$ cat config.mk
export PLATFORM = sky130hd
export DESIGN_NAME = rsq_top
export DESIGN_NICKNAME = d
export VERILOG_FILES = /design/src/hw/rsq_pkg.sv /design/src/hw/rsq_top.sv
export SDC_FILE = /design/constraint.sdc
export NUM_CORES = 1
export LEC_CHECK = 0
export BUFFER_PORTS_ARGS = -buffer_cell sky130_fd_sc_hd__clkbuf_2
export CORE_MARGIN = 2
export CORE_UTILIZATION = 30
export DETAILED_ROUTE_END_ITERATION = 10
export PLACE_DENSITY = 0.52
export SLEW_MARGIN = 20
export SYNTH_ARGS = -nofsm -noshare
export SYNTH_HDL_FRONTEND = slang
export SYNTH_SLANG_ARGS = --single-unit
$ cat constraint.sdc
create_clock -name clock -period 3.8 [get_ports clock]
set_input_delay 0.76 -clock clock [delete_from_list [all_inputs] [get_ports clock]]
set_output_delay 0.76 -clock clock [all_outputs]
set_load 0.1 [all_outputs]
$ cat src/hw/rsq_pkg.sv
package rsq_pkg;
  // Register indices on the plain register port.
  localparam logic [7:0] REG_MODEM_CONFIG_TWO = 8'h00;
  localparam logic [7:0] REG_PACKET_CTRL = 8'h01;
  localparam logic [7:0] REG_DEVIATION = 8'h02;
  localparam logic [7:0] REG_AGC_CTRL = 8'h03;
  localparam logic [7:0] REG_GAIN_CEILING = 8'h04;
  localparam logic [7:0] REG_CARRIER_BASE = 8'h05;
  localparam logic [7:0] REG_PIN_SELECT = 8'h06;
  localparam logic [7:0] REG_ASK_DEPTH = 8'h07;
  localparam logic [7:0] REG_ASK_SHAPE = 8'h08;
  localparam logic [7:0] REG_RSSI = 8'h10;
  localparam logic [7:0] REG_PACKET_STATUS = 8'h11;
  localparam logic [7:0] REG_PQ_COUNT = 8'h12;
  // Reset values of the writable registers.
  localparam logic [7:0] RST_MODEM_CONFIG_TWO = 8'h02;
  localparam logic [7:0] RST_PACKET_CTRL = 8'h08;
  localparam logic [7:0] RST_DEVIATION = 8'h07;
  localparam logic [7:0] RST_AGC_CTRL = 8'h01;
  localparam logic [7:0] RST_GAIN_CEILING = 8'h03;
  localparam logic [7:0] RST_CARRIER_BASE = 8'h60;
  localparam logic [7:0] RST_PIN_SELECT = 8'h0E;
  localparam logic [7:0] RST_ASK_DEPTH = 8'h00;
  localparam logic [7:0] RST_ASK_SHAPE = 8'h00;
  // Modulation format codes in modem_config_two[6:4].
  localparam logic [2:0] FMT_FSK = 3'h0;
  localparam logic [2:0] FMT_OOK = 3'h3;
  localparam logic [2:0] FMT_ASK = 3'h4;
  localparam logic [2:0] FMT_MSK = 3'h7;
  // Output pin select codes.
  localparam logic [5:0] PIN_SEL_PQ_REACHED = 6'h08;
  localparam logic [5:0] PIN_SEL_CARRIER = 6'h0E;
  // Preamble quality counter steps and threshold scale.
  localparam logic [7:0] PQ_UP_STEP = 8'h01;
  localparam logic [7:0] PQ_DOWN_STEP = 8'h08;
  localparam int PQ_THRESHOLD_SCALE = 4;
  // Relative carrier steps in half-dB units: 6, 10 and 14 dB.
  localparam logic [7:0] REL_STEP_6DB = 8'h0C;
  localparam logic [7:0] REL_STEP_10DB = 8'h14;
  localparam logic [7:0] REL_STEP_14DB = 8'h1C;
  // Sync correlator error budgets.
  localparam logic [5:0] SYNC16_SOFT_ERRS = 6'h01;
  localparam logic [5:0] SYNC32_SOFT_ERRS = 6'h02;
  // Full amplitude for a one symbol in ASK.
  localparam logic [7:0] ASK_FULL_LEVEL = 8'hFF;
endpackage

$ cat src/hw/rsq_top.sv
// Chosen here: the plain strobed port and the placing of the registers.
`timescale 1ns/1ns
module rsq_top
  import rsq_pkg::*;
#(
  parameter int PQ_WIDTH = 8
) (
  // Clock and reset.
  input wire logic clock,
  input wire logic reset_n,
  // Register port.
  input wire logic [7:0] reg_addr,
  input wire logic [7:0] reg_wdata,
  input wire logic reg_write,
  input wire logic reg_read,
  output logic [7:0] reg_rdata,
  // Receive chain inputs.
  input wire logic rx_enter,
  input wire logic rx_active,
  input wire logic rx_bit,
  input wire logic rx_bit_valid,
  input wire logic sync_check,
  input wire logic [5:0] sync16_errs,
  input wire logic [5:0] sync32_errs,
  input wire logic [7:0] rssi_sample,
  input wire logic rssi_sample_valid,
  input wire logic packet_end,
  // Receive chain outputs.
  output logic sync_found,
  output logic fifo_write_enable,
  output logic status_byte_valid,
  output logic [7:0] status_rssi_byte,
  output logic general_output_pin,
  // Transmit chain.
  input wire logic tx_active,
  input wire logic tx_bit,
  output logic tx_symbol,
  output logic pa_enable,
  output logic [7:0] pa_amplitude,
  output logic [2:0] msk_transition_frac,
  output logic [2:0] front_gain_ceiling,
  output logic [1:0] digital_gain_ceiling,
  output logic [2:0] channel_level_target
);

  // The threshold compare needs room for four times the largest field.
  if (PQ_WIDTH < 5 || PQ_WIDTH > 8) begin : g_check
    $error("PQ_WIDTH must lie between 5 and 8");
  end

  // Whole state of the block.
  typedef struct packed {
    logic [7:0] modem_cfg;
    logic [7:0] pkt_ctrl;
    logic [7:0] deviation;
    logic [7:0] agc_ctrl;
    logic [7:0] gain_ceil;
    logic [7:0] carrier_base;
    logic [7:0] pin_sel;
    logic [7:0] ask_depth;
    logic [7:0] ask_shape;
    logic [7:0] rdata;
    logic [PQ_WIDTH-1:0] pq_count;
    logic last_bit;
    logic have_bit;
    logic sync_locked;
    logic sync_pulse;
    logic [7:0] rssi;
    logic [7:0] prev_rssi;
    logic have_prev;
    logic [7:0] decim;
    logic abs_carrier;
    logic rel_carrier;
    logic status_valid;
    logic [7:0] status_rssi;
    logic tx_sym;
    logic pa_on;
    logic [7:0] amplitude;
    logic pin;
  } rsq_state_t;

  rsq_state_t state_r;
  rsq_state_t state_nxt;

  // Field views of the configuration registers.
  logic [2:0] sync_qualifier_select;
  logic [2:0] mod_format;
  logic [2:0] preamble_quality_threshold;
  logic status_append_enable;
  logic [1:0] rssi_filter_length;
  logic [1:0] relative_cs_step;
  logic [3:0] absolute_cs_level;
  logic [5:0] output_pin_select;
  assign sync_qualifier_select = state_r.modem_cfg[2:0];
  assign mod_format = state_r.modem_cfg[6:4];
  assign preamble_quality_threshold = state_r.pkt_ctrl[2:0];
  assign status_append_enable = state_r.pkt_ctrl[3];
  assign rssi_filter_length = state_r.agc_ctrl[1:0];
  assign relative_cs_step = state_r.agc_ctrl[3:2];
  assign absolute_cs_level = state_r.agc_ctrl[7:4];
  assign output_pin_select = state_r.pin_sel[5:0];

  // Maps the relative step field to a half-dB step, zero when off.
  function automatic logic [7:0] rel_step(input logic [1:0] sel);
    logic [7:0] step;
    unique case (sel)
      2'h1: step = REL_STEP_6DB;
      2'h2: step = REL_STEP_10DB;
      2'h3: step = REL_STEP_14DB;
      default: step = 8'h00;
    endcase
    return step;
  endfunction

  // Derived receive qualifiers.
  logic carrier_sense;
  logic sync_enabled;
  logic [PQ_WIDTH-1:0] pq_limit;
  logic pq_reached;
  logic sync_match;
  logic sync_accept;
  logic [7:0] abs_threshold;
  logic [7:0] decim_limit;

  // Either detector raises carrier sense.
  assign carrier_sense = state_r.abs_carrier | state_r.rel_carrier;
  // Code 000 and 100 run without any sync word search.
  assign sync_enabled = sync_qualifier_select[1:0] != 2'h0;
  // Four times the threshold field; a zero field always passes.
  // The width check above keeps four times seven inside the counter.
  assign pq_limit = PQ_WIDTH'(PQ_THRESHOLD_SCALE * int'(preamble_quality_threshold));
  assign pq_reached = state_r.pq_count >= pq_limit;
  // Threshold is the base level moved by the signed level field in 1 dB.
  assign abs_threshold = 8'(state_r.carrier_base + {{3{absolute_cs_level[3]}}, absolute_cs_level, 1'b0});
  // Every 2^length incoming samples one update is taken.
  assign decim_limit = 8'((9'h001 << rssi_filter_length) - 9'h001);

  // Match requirement chosen by the low two bits of the select.
  always_comb begin
    unique case (sync_qualifier_select[1:0])
      2'h1: sync_match = sync16_errs <= SYNC16_SOFT_ERRS;
      2'h2: sync_match = sync16_errs == 6'h00;
      2'h3: sync_match = sync32_errs <= SYNC32_SOFT_ERRS;
      default: sync_match = 1'b0;
    endcase
  end

  // Upper codes add the carrier sense condition to the search.
  // A locked search ignores further checks until the next receive entry.
  assign sync_accept = sync_check & sync_match & rx_active & ~state_r.sync_locked
    & (~sync_qualifier_select[2] | carrier_sense)
    & pq_reached;

  // Next-state logic for the whole block.
  always_comb begin
    logic [7:0] step;
    logic [7:0] diff_up;
    logic [7:0] diff_dn;
    logic [7:0] target;
    step = rel_step(relative_cs_step);
    diff_up = 8'h00;
    diff_dn = 8'h00;
    target = 8'h00;
    state_nxt = state_r;
    state_nxt.sync_pulse = 1'b0;
    state_nxt.status_valid = 1'b0;
    state_nxt.rdata = 8'h00;

    // Register writes.
    if (reg_write) begin
      unique case (reg_addr)
        REG_MODEM_CONFIG_TWO: state_nxt.modem_cfg = reg_wdata & 8'h77;
        REG_PACKET_CTRL: state_nxt.pkt_ctrl = reg_wdata & 8'h0F;
        REG_DEVIATION: state_nxt.deviation = reg_wdata & 8'h07;
        REG_AGC_CTRL: state_nxt.agc_ctrl = reg_wdata;
        REG_GAIN_CEILING: state_nxt.gain_ceil = reg_wdata;
        REG_CARRIER_BASE: state_nxt.carrier_base = reg_wdata;
        REG_PIN_SELECT: state_nxt.pin_sel = reg_wdata & 8'h3F;
        REG_ASK_DEPTH: state_nxt.ask_depth = reg_wdata;
        REG_ASK_SHAPE: state_nxt.ask_shape = reg_wdata;
        default: begin
          // Writes elsewhere are dropped.
        end
      endcase
    end

    // Register reads answer one cycle later; unmapped reads give zero.
    if (reg_read) begin
      unique case (reg_addr)
        REG_MODEM_CONFIG_TWO: state_nxt.rdata = state_r.modem_cfg;
        REG_PACKET_CTRL: state_nxt.rdata = state_r.pkt_ctrl;
        REG_DEVIATION: state_nxt.rdata = state_r.deviation;
        REG_AGC_CTRL: state_nxt.rdata = state_r.agc_ctrl;
        REG_GAIN_CEILING: state_nxt.rdata = state_r.gain_ceil;
        REG_CARRIER_BASE: state_nxt.rdata = state_r.carrier_base;
        REG_PIN_SELECT: state_nxt.rdata = state_r.pin_sel;
        REG_ASK_DEPTH: state_nxt.rdata = state_r.ask_depth;
        REG_ASK_SHAPE: state_nxt.rdata = state_r.ask_shape;
        REG_RSSI: state_nxt.rdata = state_r.rssi;
        REG_PACKET_STATUS: state_nxt.rdata = {4'h0, state_r.pin, state_r.sync_locked,
                                              pq_reached, carrier_sense};
        REG_PQ_COUNT: state_nxt.rdata = 8'(state_r.pq_count);
        default: state_nxt.rdata = 8'h00;
      endcase
    end

    // Preamble quality estimator on each demodulated bit.
    if (rx_bit_valid && rx_active) begin
      state_nxt.last_bit = rx_bit;
      state_nxt.have_bit = 1'b1;
      if (state_r.have_bit && rx_bit != state_r.last_bit) begin
        // Saturate at the top instead of wrapping.
        if (state_r.pq_count != {PQ_WIDTH{1'b1}}) begin
          state_nxt.pq_count = state_r.pq_count + PQ_WIDTH'(PQ_UP_STEP);
        end
      end else if (state_r.have_bit) begin
        // Floor at zero instead of wrapping.
        if (state_r.pq_count > PQ_WIDTH'(PQ_DOWN_STEP)) begin
          state_nxt.pq_count = state_r.pq_count - PQ_WIDTH'(PQ_DOWN_STEP);
        end else begin
          state_nxt.pq_count = '0;
        end
      end
    end

    // Sync detection locks until the next receive entry.
    if (sync_accept) begin
      state_nxt.sync_locked = 1'b1;
      state_nxt.sync_pulse = 1'b1;
    end

    // RSSI decimation and carrier sense on each kept sample.
    if (rssi_sample_valid && rx_active) begin
      if (state_r.decim >= decim_limit) begin
        state_nxt.decim = 8'h00;
        // Freeze once locked while sync detection is on.
        if (!(sync_enabled && state_r.sync_locked)) begin
          state_nxt.rssi = rssi_sample;
        end
        // Signed compare: readings of 0x80 and above are weak levels, not strong ones.
        // Hysteresis: hold the flag while the sample equals the threshold.
        if ($signed(rssi_sample) > $signed(abs_threshold)) begin
          state_nxt.abs_carrier = 1'b1;
        end else if ($signed(rssi_sample) < $signed(abs_threshold)) begin
          state_nxt.abs_carrier = 1'b0;
        end
        // Relative detector compares consecutive kept samples.
        // The sign test comes first so a wrapped difference cannot fake a step.
        diff_up = 8'(rssi_sample - state_r.prev_rssi);
        diff_dn = 8'(state_r.prev_rssi - rssi_sample);
        if (step == 8'h00) begin
          state_nxt.rel_carrier = 1'b0;
        end else if (state_r.have_prev) begin
          if ($signed(rssi_sample) > $signed(state_r.prev_rssi) && diff_up >= step) begin
            state_nxt.rel_carrier = 1'b1;
          end else if ($signed(rssi_sample) < $signed(state_r.prev_rssi) && diff_dn >= step) begin
            state_nxt.rel_carrier = 1'b0;
          end
        end
        state_nxt.prev_rssi = rssi_sample;
        state_nxt.have_prev = 1'b1;
      end else begin
        state_nxt.decim = state_r.decim + 8'h01;
      end
    end

    // Status byte carries the packet's final RSSI value.
    if (packet_end && status_append_enable) begin
      state_nxt.status_valid = 1'b1;
      state_nxt.status_rssi = (rssi_sample_valid && !(sync_enabled && state_r.sync_locked)
                               && state_r.decim >= decim_limit) ? rssi_sample : state_r.rssi;
    end

    // Receive entry restarts the estimator, sync lock and RSSI freeze.
    if (rx_enter) begin
      state_nxt.pq_count = '0;
      state_nxt.have_bit = 1'b0;
      state_nxt.sync_locked = 1'b0;
      state_nxt.decim = 8'h00;
      state_nxt.have_prev = 1'b0;
      state_nxt.rel_carrier = 1'b0;
      // Entry wins over a sync accepted in the same cycle: no stray pulse.
      state_nxt.sync_pulse = 1'b0;
    end

    // Transmit symbol shaping per modulation format.
    // Every format shows its symbol one cycle after the bit is sampled.
    state_nxt.tx_sym = (mod_format == FMT_MSK) ? ~tx_bit : tx_bit;
    unique case (mod_format)
      FMT_OOK: state_nxt.pa_on = tx_active & tx_bit;
      default: state_nxt.pa_on = tx_active;
    endcase
    // ASK ramps toward the one or zero level by the shaping step.
    target = tx_bit ? ASK_FULL_LEVEL : state_r.ask_depth;
    if (mod_format != FMT_ASK || state_r.ask_shape == 8'h00) begin
      state_nxt.amplitude = (mod_format == FMT_ASK) ? target : ASK_FULL_LEVEL;
    end else if (state_r.amplitude < target) begin
      state_nxt.amplitude = (8'(target - state_r.amplitude) > state_r.ask_shape)
                            ? 8'(state_r.amplitude + state_r.ask_shape) : target;
    end else if (state_r.amplitude > target) begin
      state_nxt.amplitude = (8'(state_r.amplitude - target) > state_r.ask_shape)
                            ? 8'(state_r.amplitude - state_r.ask_shape) : target;
    end

    // Output pin multiplexer.
    unique case (output_pin_select)
      PIN_SEL_PQ_REACHED: state_nxt.pin = pq_reached;
      PIN_SEL_CARRIER: state_nxt.pin = carrier_sense;
      default: state_nxt.pin = 1'b0;
    endcase
  end

  // State register.
  always_ff @(posedge clock or negedge reset_n) begin
    if (!reset_n) begin
      // Configuration returns to its power-up values; counters and flags clear.
      state_r <= '0;
      state_r.modem_cfg <= RST_MODEM_CONFIG_TWO;
      state_r.pkt_ctrl <= RST_PACKET_CTRL;
      state_r.deviation <= RST_DEVIATION;
      state_r.agc_ctrl <= RST_AGC_CTRL;
      state_r.gain_ceil <= RST_GAIN_CEILING;
      state_r.carrier_base <= RST_CARRIER_BASE;
      state_r.pin_sel <= RST_PIN_SELECT;
      state_r.ask_depth <= RST_ASK_DEPTH;
      state_r.ask_shape <= RST_ASK_SHAPE;
      state_r.amplitude <= ASK_FULL_LEVEL;
    end else begin
      state_r <= state_nxt;
    end
  end

  // Outputs.
  assign reg_rdata = state_r.rdata;
  assign sync_found = state_r.sync_pulse;
  // FIFO writes open only after sync when a sync mode is on.
  // Kept combinational so the gate opens in the cycle the lock is seen.
  assign fifo_write_enable = rx_active & (~sync_enabled | state_r.sync_locked);
  assign status_byte_valid = state_r.status_valid;
  assign status_rssi_byte = state_r.status_rssi;
  assign general_output_pin = state_r.pin;
  assign tx_symbol = state_r.tx_sym;
  assign pa_enable = state_r.pa_on;
  assign pa_amplitude = state_r.amplitude;
  assign msk_transition_frac = state_r.deviation[2:0];
  assign front_gain_ceiling = state_r.gain_ceil[2:0];
  assign digital_gain_ceiling = state_r.gain_ceil[4:3];
  assign channel_level_target = state_r.gain_ceil[7:5];

endmodule

Word-level counts from Yosys, hierarchy flattened

Cells that the tools add are included.

Bits in latches: 0
Memory bits (writable): 0
Bits in registers: 126
Memories: 0
Input bits: 49
Memory bits (read-only): 0
Output and inout bits: 41

Mux-type cells: 36
Shifts and indexed selects: 1
Divide/modulo/power cells: 0
Multipliers: 0
Order comparisons: 15
$add $sub $neg: 11
Equality and inequality tests: 26
Reduce and logical (&&, ||, !) cells: 40
Bitwise operators: 15

Operators by type and width:

| kind                                                                   | count |
|---|---|
| 8-bit two-way mux                                                      | 15 |
| 8-bit one-hot mux with 12 select lines                                 | 1 |
| 8-bit > comparator                                                     | 5 |
| 8-bit subtractor                                                       | 5 |
| 8-bit by 3-bit equality test with 1-bit output (second input constant) | 4 |
| 8-bit by 5-bit equality test with 1-bit output (second input constant) | 3 |
| 8-bit >= comparator                                                    | 3 |
| 8-bit zero test                                                        | 3 |
| 8-bit less-than comparator                                             | 3 |
| 2-bit AND reduction                                                    | 11 |
| 9-bit two-way mux                                                      | 2 |
| 8-bit by 1-bit adder with 8-bit output (second input constant)         | 2 |
| 8-bit adder                                                            | 2 |
| 8-bit by 2-bit equality test with 1-bit output (second input constant) | 2 |
| 5-bit one-hot mux with 3 select lines                                  | 1 |
| 6-bit by 4-bit equality test with 1-bit output (second input constant) | 2 |
| 2-bit nonzero test                                                     | 6 |
| 11-bit two-way mux                                                     | 1 |
| 1-bit two-way mux                                                      | 10 |
| 10-bit two-way mux                                                     | 1 |
| 1-bit logical AND                                                      | 9 |
| 3-bit AND reduction                                                    | 3 |
| 3-bit nonzero test                                                     | 3 |
| 2-bit equality test (second input constant)                            | 4 |
| other kinds (28)                                                       | 43 |

Logic depth before layout (Yosys ltp)

Gate-level depths: netlist of the first run.

Depth after elaboration: 11
Depth in mapped cells: 20
Gate-level depth less buffers: 18

Least setup slack after synthesis of the first run

OpenSTA, ideal clock, no wires.

Kind: input -> register
Start point: input tx_bit
End point: register state_r, in the netlist pa_amplitude[7]
Library setup time: 0.077 ns
Data arrival time: 4.078 ns
Stages on the path: 18
Setup slack: -0.355 ns
Path buffers: 1
Required time: 3.723 ns
Cell sequence: clkbuf_1 -> or2_2 -> ha_1 -> ha_1 -> nor2_1 -> o21ai_0 -> a21o_1 -> a21o_1 -> a21oi_1 -> xnor2_1 -> ha_1 -> nand4_1 -> nand2b_1 -> a21oi_1 -> o21ai_1 -> o31ai_1 -> o21ai_0 -> a31oi_1

Word-level cells in the longest chain between the ends: 7
Elaborated cells between the ends (all ways): 14
Those cells by class: 2 x add/sub; 4 x order compare; 7 x mux; 1 x reduce/logical

Ends and longest elaborated chain:

| item                  | line           | source |
|---|---|---|
| from (decl)           | rsq_top.sv:36  | `input wire logic tx_bit,` |
| 8-bit two-way mux (*) | rsq_top.sv:294 | `target = tx_bit ? ASK_FULL_LEVEL : state_r.ask_depth;` |
| 8-bit subtractor      | rsq_top.sv:301 | `state_nxt.amplitude = (8'(state_r.amplitude - target) > state_r.ask_shape)` |
| 8-bit > comparator    | rsq_top.sv:301 |  |
| 8-bit two-way mux     | rsq_top.sv:302 | `? 8'(state_r.amplitude - state_r.ask_shape) : target;` |
| 8-bit two-way mux     | rsq_top.sv:300 | `end else if (state_r.amplitude > target) begin` |
| 8-bit two-way mux     | rsq_top.sv:297 | `end else if (state_r.amplitude < target) begin` |
| 8-bit two-way mux     | rsq_top.sv:295 | `if (mod_format != FMT_ASK \|\| state_r.ask_shape == 8'h00) begin` |
| to (signal assigned)  | rsq_top.sv:329 | `state_r <= state_nxt;` |
| to (decl)             | rsq_top.sv:82  | `rsq_state_t state_r;` |

Every way passes the cells marked *; elsewhere a longest branch is shown, timed or not. The select of a mux whose other input is x is not followed.
A chain may end at the register's enable or synchronous reset.

Worst setup path in the final report of the first run

Start point: input tx_bit
End point: register state_r, in the netlist pa_amplitude[6]

The elaborated chain is that of the path after synthesis.

==> summary.txt, run 1 <==
Clock network
  – CTS tree: yes
  – Max H-tree Level: 4
  – Worst skew pair latency: about 430 ps
  – Clock Tree Root: clkbuf_16
  – Clk sinks: roughly 130
  – Reg clk slew, reported paths: about 70 ps
  – Clk buf depth: 2
  – Cts bufs inserted: 17

Logic synthesis
  – Register area share after synthesis: 0.323
  – Post-synth top cells: dfrtp_1, ha_1, inv_1
  – Post-synth top flop: dfrtp_1
  – Post-synth EDFFs: 0
  – Syn_area_per_cell: ~9.5 µm²
  – Top-area cell type share of the netlist area: 0.267
  – Post-Synthesis Cells: between 1000 and 1500
  – Unique masters post-synth: 80
  – Fraction of registers with async set or reset after synthesis: 1.00
  – Synth top area cells: dfrtp_1, ha_1, mux2_2
  – Count leader, synth: dfrtp_1
  – Cell taking the most area after synthesis: dfrtp_1
  – Mapped Area: just under 10000 µm²
  – Yosys reg bits: about 130
  – YS warnings: 0

GRT
  – Number of global-route vias before repair: about 8000
  – All-Layer GR Usage: 0.171
  – First-pass GRT wire length: ~45000 µm
  – Total grt overflow: 0
  – Largest net degree at the start of global routing: 68
  – Initial antenna violation count: 0

Critical path
  – R2R Setup Slk: about 230 ps
  – Worst reg2reg path depth: 18
  – Worst r2r dst: pa_amplitude[6]
  – Crit. End Element: flip-flop
  – Critical path arrival: approximately 4000 ps
  – CP Max Fanout: 6
  – R2r startpoint: pa_amplitude[1]
  – Crit Path Category: input pin to flip-flop
  – CP startpoint kind: input pin
  – CP required: about 4200 ps

Power
  – Internal power: 3030 µW
  – Clock power share: 0.365
  – NetSw: ~1700 µW
  – Cell area power density: just over 400 nW/µm²
  – Leak Pwr: between 0.005 and 0.006 µW
  – Combinational Power Share: 0.295
  – Reg power frac: 0.340
  – VDD IR max: 433 µV
  – Switch share: 0.353

Drt
  – Avg WL per Cell: about 18 µm
  – Post-Route WL: between 20000 and 30000 µm
  – Pre-antenna DRT Iters: 5
  – Antenna-violating nets left: 0
  – 1st-iter DRT viols: about 450
  – DRC violations left: 0
  – Vias after detailed routing: around 8000
  – DR vias/cell: 5.07

Floorplan
  – Starting Density: 0.304
  – Die height: approximately 190 µm
  – FP Rows: 66
  – Number of I/O pins: 90
  – Core Region: about 32000 µm²
  – Chip width: about 190 µm
  – Die Area: between 30000 and 40000 µm²

Outcome
  – Status: complete, no violations

Place
  – Post-Place Cells: between 1500 and 2000
  – Buffers on Ports: between 80 and 90
  – GP Congestion: 0.852
  – DP Wirelength: 22600 µm
  – Worst slack at placement: -279 ps

STA
  – Worst Setup Slack, final: ~200 ps
  – Final hold violations: 0
  – Tcrit/Tclk final: 0.947
  – Min cycle time layout: between 3000 and 4000 ps
  – Clock Skews: 14.0 ps
  – Max-slew violations: 0
  – Final setup violation count: 0
  – Worst slew pin tran: approximately 760 ps
  – Peak Freq: roughly 280 MHz
  – Worst slew margin: 0.489

Finish
  – Final nets: around 1300
  – Ant. Diodes: 0
  – Final std cells w/o fill: 1584
  – Area delta synth->final: 17.2%
  – Share of post-route cells with drive strength above 1: 0.291

Hold path
  – Hold Crit Class: input pin to async pin

Flow run
  – Max Cap Violations: 0
## worst max path at each step
stage,end,from
finish,pa_amplitude[6],tx_bit
global route,pa_amplitude[7],tx_bit
CTS,pa_amplitude[7],tx_bit
detailed placement,pa_amplitude[7],tx_bit
global placement,pa_amplitude[7],tx_bit
floorplan,pa_amplitude[7],tx_bit
## registers in the layout, indices dropped and copies added, names as in the netlist
| name | cells |
|---|---|
| pa_amplitude | 8 |
| digital_gain_ceiling | 2 |
| relative_cs_step | 2 |
| output_pin_select | 6 |
| msk_transition_frac | 3 |
| preamble_quality_threshold | 3 |
| general_output_pin | 1 |
| rssi_filter_length | 2 |
| front_gain_ceiling | 3 |
| status_byte_valid | 1 |
| tx_symbol | 1 |
| pa_enable | 1 |
| status_rssi_byte | 8 |
| absolute_cs_level | 4 |
| reg_rdata | 8 |
| channel_level_target | 3 |
| mod_format | 3 |
| state_r | 66 |
| sync_found | 1 |
## layer usage
metal	track usage	share of wire
met5	0	0
met1	0.231	0.48
met4	0.0565	0.019
met2	0.283	0.47
met3	0.0236	0.033
## critical path, stage by stage
cell and delay, ps:
clkbuf_2 140, or2_4 270, ha_4 240, inv_1 50, o21bai_1 70, a21o_1 190, a21o_1 200, a21oi_2 190
o211ai_1 120, ha_1 340, a211o_1 310, a21oi_2 160, a31oi_4 170, buf_4 180, buf_4 130, nor2_1 80
a21oi_1 50, a32oi_1 190, o21ai_0 110
## layout by cell type, fill, tap and decap left out, drive strengths merged, types with 8 or more instances in the layout
master / n
clkbuf: 107
dfrtp: 105
ha: 93
inv: 79
mux2: 76
nand2: 69
o21ai: 60
buf: 56
nor2: 51
a21oi: 50
nand3: 31
xnor2: 25
dfstp: 21
nor2b: 20
mux2i: 19
nor3: 18
o21a: 18
a21o: 15
a22o: 14
or2: 13
a31oi: 13
o22ai: 12
nand2b: 11
nand4: 11
nor3b: 11
a22oi: 10
o211ai: 9
and2: 8
xor2: 8
o31ai: 8
## power by group through the flow
stage | clock network [µW] | registers (µW) | logic (µW)
3_3_place_gp | 0 | 1610 | 1350
4_1_cts | 1740 | 1590 | 1380
6_report | 1710 | 1590 | 1380
2_1_floorplan | 0 | 1560 | 1050
5_1_grt | 1800 | 1600 | 1530
3_5_place_dp | 0 | 1610 | 1370
## metrics by stage
step	hold WS (ps)	util	area (µm²)	power [µW]	setup TNS (ps)
after floorplan	421	-	9930	2610	0
after detailed placement	464	0.336	10900	2980	-1870
after CTS	368	0.354	11500	4710	0
after global placement	450	0.336	10900	2960	-1190
after global routing	414	0.356	11500	4930	-14.0
final	346	0.356	11500	4680	0
## kinds of logic after synthesis
kind of cell	count (synthesis)	synth area share
other	1	0.000381
adders and majority gates	98	0.129
DFF	126	0.323
AOI/OAI and AO/OA	261	0.182
buffers and inverters	154	0.0797
muxes	97	0.111
xor gates and xnor gates	33	0.0294
and+or+nand+nor	270	0.146
## area by class of cell
| cell class | instances | area, µm² |
|---|---|---|
| multi-input cells | 762 | 6010 |
| well taps | 442 | 553 |
| repair buffers | 144 | 890 |
| clock inverters | 13 | 164 |
| fillers | 3373 | 20800 |
| inverters | 78 | 293 |
| clock buffers | 19 | 443 |
| flip-flops and latches | 126 | 3180 |
## timing repair
action | in CTS | in global routing
endpoints found under the hold margin | 0 | 0
endpoints found under the setup margin | 0 | 7
hold buffers | 0 | 0
setup buffers | 0 | 1
gates resized for setup | 0 | 12
(Power assumes the default switching activity.)
==> run 2: changes to the inputs <==
CORE_ASPECT_RATIO = 1.1   (was default)
==> run 2 against run 1 <==
Net effect:
- final cell count is 0.69% lower
- cell area is 0.23% higher
- critical path depth is 1 lower
- critical path type is now flip-flop to flip-flop
- critical endpoint is now pa_amplitude[3]
- largest cell class unchanged
- largest power group unchanged
==> summary.txt, run 2 (synthesis gave the netlist of run 1 again) <==
Critical path
  – CP required: 4140 ps
  – R2R Setup Slk: 140 ps
  – Worst reg2reg path depth: 18
  – CP Max Fanout: 5
  – Crit Path Category: flip-flop to flip-flop
  – Critical path arrival: 4000 ps
  – Crit. End Element: flip-flop
  – CP startpoint kind: flip-flop
  – Worst r2r dst: pa_amplitude[3]
  – R2r startpoint: pa_amplitude[1]

Power
  – Leak Pwr: 0.00527 µW
  – Cell area power density: between 400 and 500 nW/µm²
  – VDD IR max: between 300 and 400 µV
  – Power Total: around 4700 µW

STA
  – Worst Setup Slack, final: approximately 140 ps
  – Final hold violations: 0
  – RSZ-0062 raised after global routing: no
  – Min cycle time layout: roughly 3700 ps
  – Worst slew margin: 0.535
  – Max-slew violations: 0
  – Tcrit/Tclk final: 0.963
  – Clock Skews: roughly 12 ps
  – Final setup violation count: 0
  – Peak Freq: 273 MHz
  – Hold_ws: ~350 ps
  – Worst slew pin tran: a little under 700 ps

Drt
  – DRC violations left: 0
  – Vias after detailed routing: ~8000
  – 1st-iter DRT viols: between 300 and 400
  – Post-Route WL: 28700 µm
  – Avg WL per Cell: ~18 µm
  – Pre-antenna DRT Iters: 4
  – Antenna-violating nets left: 0
  – DR vias/cell: ~5.1

Flow run
  – Max Cap Violations: 0

Floorplan
  – FP Rows: approximately 70
  – Number of I/O pins: 90
  – Core Region: about 32000 µm²
  – Starting Density: 0.305
  – Chip width: around 180 µm
  – Die Area: around 34000 µm²
  – Die height: between 150 and 200 µm

Place
  – Post-placement cell area: roughly 11000 µm²
  – Buffers on Ports: 89
  – Post-Place Cells: roughly 1500
  – DP Wirelength: approximately 23000 µm
  – GP Congestion: 0.884
  – Worst slack at placement: -268 ps

GRT
  – Total grt overflow: 0
  – First-pass GRT wire length: approximately 45000 µm
  – Initial antenna violation count: 0
  – Largest net degree at the start of global routing: 70
  – All-Layer GR Usage: 0.170
  – Number of global-route vias before repair: 8081

Clock network
  – Reg clk slew, reported paths: 60 ps
  – Clock Tree Root: clkbuf_16
  – Max H-tree Level: 4
  – Clk sinks: 126
  – Cts bufs inserted: 17
  – Worst skew pair latency: between 400 and 500 ps
  – CTS tree: yes
  – Clk buf depth: 2

Finish
  – Most frequent cells in the layout: dfrtp_1, ha_1, clkbuf_2
  – Most common cell after layout, fill and taps aside: dfrtp_1
  – Fill cells: ~3300
  – Top reg by flops: state_r
  – Area delta synth->final: 17.5%
  – Max FFs per register: 66
  – Share of post-route cells with drive strength above 1: 0.294
  – Final std cells w/o fill: 1573
  – Post-route cell area: between 10000 and 15000 µm²
  – Ant. Diodes: 0
  – Final nets: 1281

Outcome
  – Status: complete, no violations

Hold path
  – Hold Crit Class: input pin to async pin
[run 2: cell count changes in the layout (fill, tap and decap cells not counted), sizes merged]
cell and change:
clkinv -2, inv +3, clkbuf -1, buf +5
[run 2: cell type report]
cell class                      count  area, µm²  area share
Clock buffer                       18        439      0.0380
Sequential cell                   126       3180       0.275
Inverter                           78        297      0.0257
Clock inverter                     14        181      0.0157
Timing Repair Buffer              149        927      0.0802
Tap cell                          426        533      0.0461
Multi-Input combinational cell    762       6000       0.519
[run 2: where the power goes]
group | leakage, µW | switching (µW) | internal, µW | total, µW
logic | 0.00333 | 861 | 513 | 1370
clock network | 0.000302 | 677 | 1060 | 1740
registers | 0.00163 | 123 | 1460 | 1580
[run 2: worst max-delay path by stage]
stage | from | end | slack, ps | cells past startpoint
floorplan | tx_bit | pa_amplitude[7] | 6 | 18
global placement | tx_bit | pa_amplitude[7] | -240 | 20
detailed placement | tx_bit | pa_amplitude[3] | -270 | 17
CTS | pa_amplitude[1] | pa_amplitude[2] | 180 | 16
global route | tx_bit | pa_amplitude[3] | 4 | 18
finish | pa_amplitude[1] | pa_amplitude[3] | 140 | 18
[run 2: what timing repair did]
action / in CTS / in global routing
setup endpoints to repair: 0 / 6
hold buffers: 0 / 0
gates resized for setup: 0 / 10
setup buffers: 0 / 4
[run 2: routing by layer]
layer  global-route usage  vias up  routed length [µm]
li1                     -     3902                   -
met1                0.212     3892               12600
met2                0.295      151               14400
met3               0.0263       41                 984
met4               0.0624        0                 724
met5                    0        -                   0
[run 2: per-stage QoR]
step / utilization / TNS, ps
global route: 0.358 / 0
global placement: 0.336 / -1450
finish: 0.358 / 0
CTS: 0.356 / 0
detailed placement: 0.336 / -1760
floorplan: - / 0
[run 2: critical path: stages (launching register included)]
cell and delay, ps:
dfstp_2 580, clkinvlp_4 140, ha_4 280, ha_4 160, nor2_2 120, o21ai_0 110
a21o_1 210, a21o_1 190, a21oi_2 140, xnor2_1 130, ha_1 260, nand4_1 120
nand2b_4 150, a21oi_4 50, buf_4 160, nor2_4 160, mux2_2 360, o22ai_1 150
a21oi_1 80
==> run 3: changes to the inputs <==
ABC_AREA = 1   (was default)
SETUP_SLACK_MARGIN = 0.15   (was default)
==> run 3 against run 2 <==
Net effect:
- sequential power is essentially flat
- combinational power increased by 12%
- sequential share of layout area is 0.57 points higher
- maximum frequency grew 11%
- wire length up 5.6%
- clock power shrank 2%
- synthesized cell count up 32%
- die area rose by 0.65%
- largest cell class unchanged
- largest power group unchanged
- highest routed layer unchanged
==> summary.txt, run 3 <==
Logic synthesis
  – Unique masters post-synth: 55
  – Register area share after synthesis: 0.321
  – Mapped Area: around 9900 µm²
  – Top-area cell type share of the netlist area: 0.265
  – Synth top area cells: dfrtp_1, nand2_1, ha_1
  – YS warnings: 0
  – Post-synth top cells: nand2_1, inv_1, o21ai_0
  – Yosys reg bits: 126
  – Post-Synthesis Cells: roughly 1400
  – Post-synth top flop: dfrtp_1
  – Post-synth EDFFs: 0
  – Syn_area_per_cell: slightly above 7 µm²
  – Cell taking the most area after synthesis: dfrtp_1
  – Fraction of registers with async set or reset after synthesis: 1.00
  – Count leader, synth: nand2_1

STA
  – Final setup violation count: 0
  – Worst slew margin: 0.508
  – Final hold violations: 0
  – RSZ-0062 raised after global routing: no
  – Setup TNS: 0 ps
  – Clock Skews: between 10 and 15 ps
  – Hold_ws: ~350 ps
  – Worst Setup Slack, final: about 510 ps
  – Tcrit/Tclk final: 0.865
  – Min cycle time layout: between 3000 and 4000 ps
  – Max-slew violations: 0
  – Peak Freq: 304 MHz
  – Worst slew pin tran: between 700 and 800 ps

GRT
  – First-pass GRT wire length: just under 50000 µm
  – Initial antenna violation count: 0
  – Number of global-route vias before repair: between 9000 and 10000
  – Total grt overflow: 0
  – Met3 usage: 0.0317
  – Grt met2 use: 0.321
  – Met1 Usage GRT: 0.225
  – All-Layer GR Usage: 0.183
  – Largest net degree at the start of global routing: 75
  – Busiest layer in global routing: met2

Finish
  – Ant. Diodes: 0
  – Multi-input logic area: 5580 µm²
  – Top reg by flops: state_r
  – Share of post-route cells with drive strength above 1: 0.141
  – Post-route cell area: around 11000 µm²
  – Most frequent cells in the layout: nand2_1, inv_1, o21ai_0
  – Register area: around 3200 µm²
  – Area delta synth->final: 14.4%
  – Final nets: approximately 1600
  – Fill cells: between 3000 and 4000
  – Most common cell after layout, fill and taps aside: nand2_1
  – Max FFs per register: 66

Clock network
  – Clk sinks: between 100 and 150
  – Max H-tree Level: 4
  – Clock Tree Root: clkbuf_16
  – Clk buf depth: 2
  – Hold_buf cts: 0
  – Cts bufs inserted: 17
  – CTS tree: yes
  – Reg clk slew, reported paths: 70 ps
  – Worst skew pair latency: roughly 440 ps

Floorplan
  – FP Rows: just under 70
  – Core Region: between 30000 and 40000 µm²
  – Die height: around 190 µm
  – Number of I/O pins: 90
  – Starting Density: 0.306
  – Die Area: 34500 µm²
  – Chip width: about 180 µm

Critical path
  – Slowest-stage cell, CP: dfstp_2
  – Critical path arrival: about 3700 ps
  – CP Max Fanout: 7
  – Crit path cell chain: clkinvlp_4 > ha_1 > ha_1 > o21bai_4 > nand2_2 > nand2_4 > nand2_1 > nand2_1 > xor2_1 > ha_1 > nand2_1 > nor2_1 > nand4_1 > buf_4 > nand3_1 > nand3_1 > nand2_1 > nand2_1 > a21oi_1
  – Critical path's most frequent cell: nand2_1
  – Crit Path Category: flip-flop to flip-flop
  – Worst reg2reg path depth: 19
  – Slowest stage delay, CP: approximately 670 ps
  – CP required: ~4200 ps
  – CP startpoint kind: flip-flop
  – Crit. End Element: flip-flop

Hold path
  – Hold Crit Class: input pin to async pin

Place
  – Worst slack at placement: 25.3 ps
  – Buffers on Ports: ~90
  – DP Wirelength: ~24000 µm
  – GP Congestion: 0.944
  – Post-placement cell area: ~11000 µm²

Power
  – Leak Pwr: 0.00574 µW
  – Cell area power density: 425 nW/µm²
  – VDD IR max: 291 µV

Drt
  – DR vias/cell: ~4.8
  – Vias after detailed routing: roughly 9000
  – Avg WL per Cell: about 16 µm
  – 1st-iter DRT viols: 496
  – DRC violations left: 0
  – Antenna-violating nets left: 0
  – Pre-antenna DRT Iters: 6
  – Post-Route WL: between 30000 and 40000 µm

Flow run
  – Max Cap Violations: 0

Outcome
  – Status: complete, no violations
-- run 3: cell type report --
cell class              count  share of cell area
clock buffers              19              0.0400
clock inverters            13              0.0136
inverters                 198              0.0662
multi-input cells         985               0.493
flip-flops and latches    126               0.281
well taps                 426              0.0471
repair buffers            118              0.0591
-- run 3: routing by layer --
layer	vias up	part of all wire
li1	4569	-
met1	4171	0.43
met2	199	0.50
met3	41	0.042
met4	0	0.024
met5	-	0
-- run 3: path summary, 6_finish.rpt --
path / start / endpoint / slack, ps
setup / recovery: pa_amplitude[1] / pa_amplitude[3] / 510
hold / removal: reset_n / status_byte_valid / 350
setup reg to reg: pa_amplitude[1] / pa_amplitude[3] / 510
hold reg to reg: status_rssi_byte[7] / status_rssi_byte[7] / 480
max in group asynchronous: reset_n / pa_amplitude[7] / 2600
min in group clock: status_rssi_byte[7] / status_rssi_byte[7] / 480
-- run 3: logic make-up (layout without fill, tap and decap cells) --
group,count (synthesis),after routing,synth area share
buf+inv,260,348,0.116
compound gates,243,243,0.136
flops,126,126,0.321
simple gates,604,604,0.265
mux,1,1,0.00114
other cells,1,3,0.000379
xor+xnor,36,36,0.0319
fa+ha+maj,98,98,0.128
-- run 3: per-stage QoR --
stage          utilization  cells  power [µW]
2_1_floorplan            -   1371        2750
3_3_place_gp         0.330   1851        3120
3_5_place_dp         0.330   1851        3130
4_1_cts              0.349   1883        4870
5_1_grt              0.350   1885        5120
6_report             0.350   1885        4810
-- run 3: worst max-delay path: cells and delay by family (launching register included) --
kind	cells	cell delay, ps
simple gates	11	880
buf+inv	2	350
xor+xnor	1	140
fa+ha+maj	3	830
flops	1	670
compound gates	2	310
-- run 3: repair_timing --
action,CTS,global route
setup buffers,0,2
gates resized for setup,0,4
setup endpoints to repair,0,8
-- run 3: power breakdown --
part           switching [µW]  internal [µW]  total [µW]
clock network             686           1010        1700
logic                    1060            473        1530
registers                 106           1470        1570
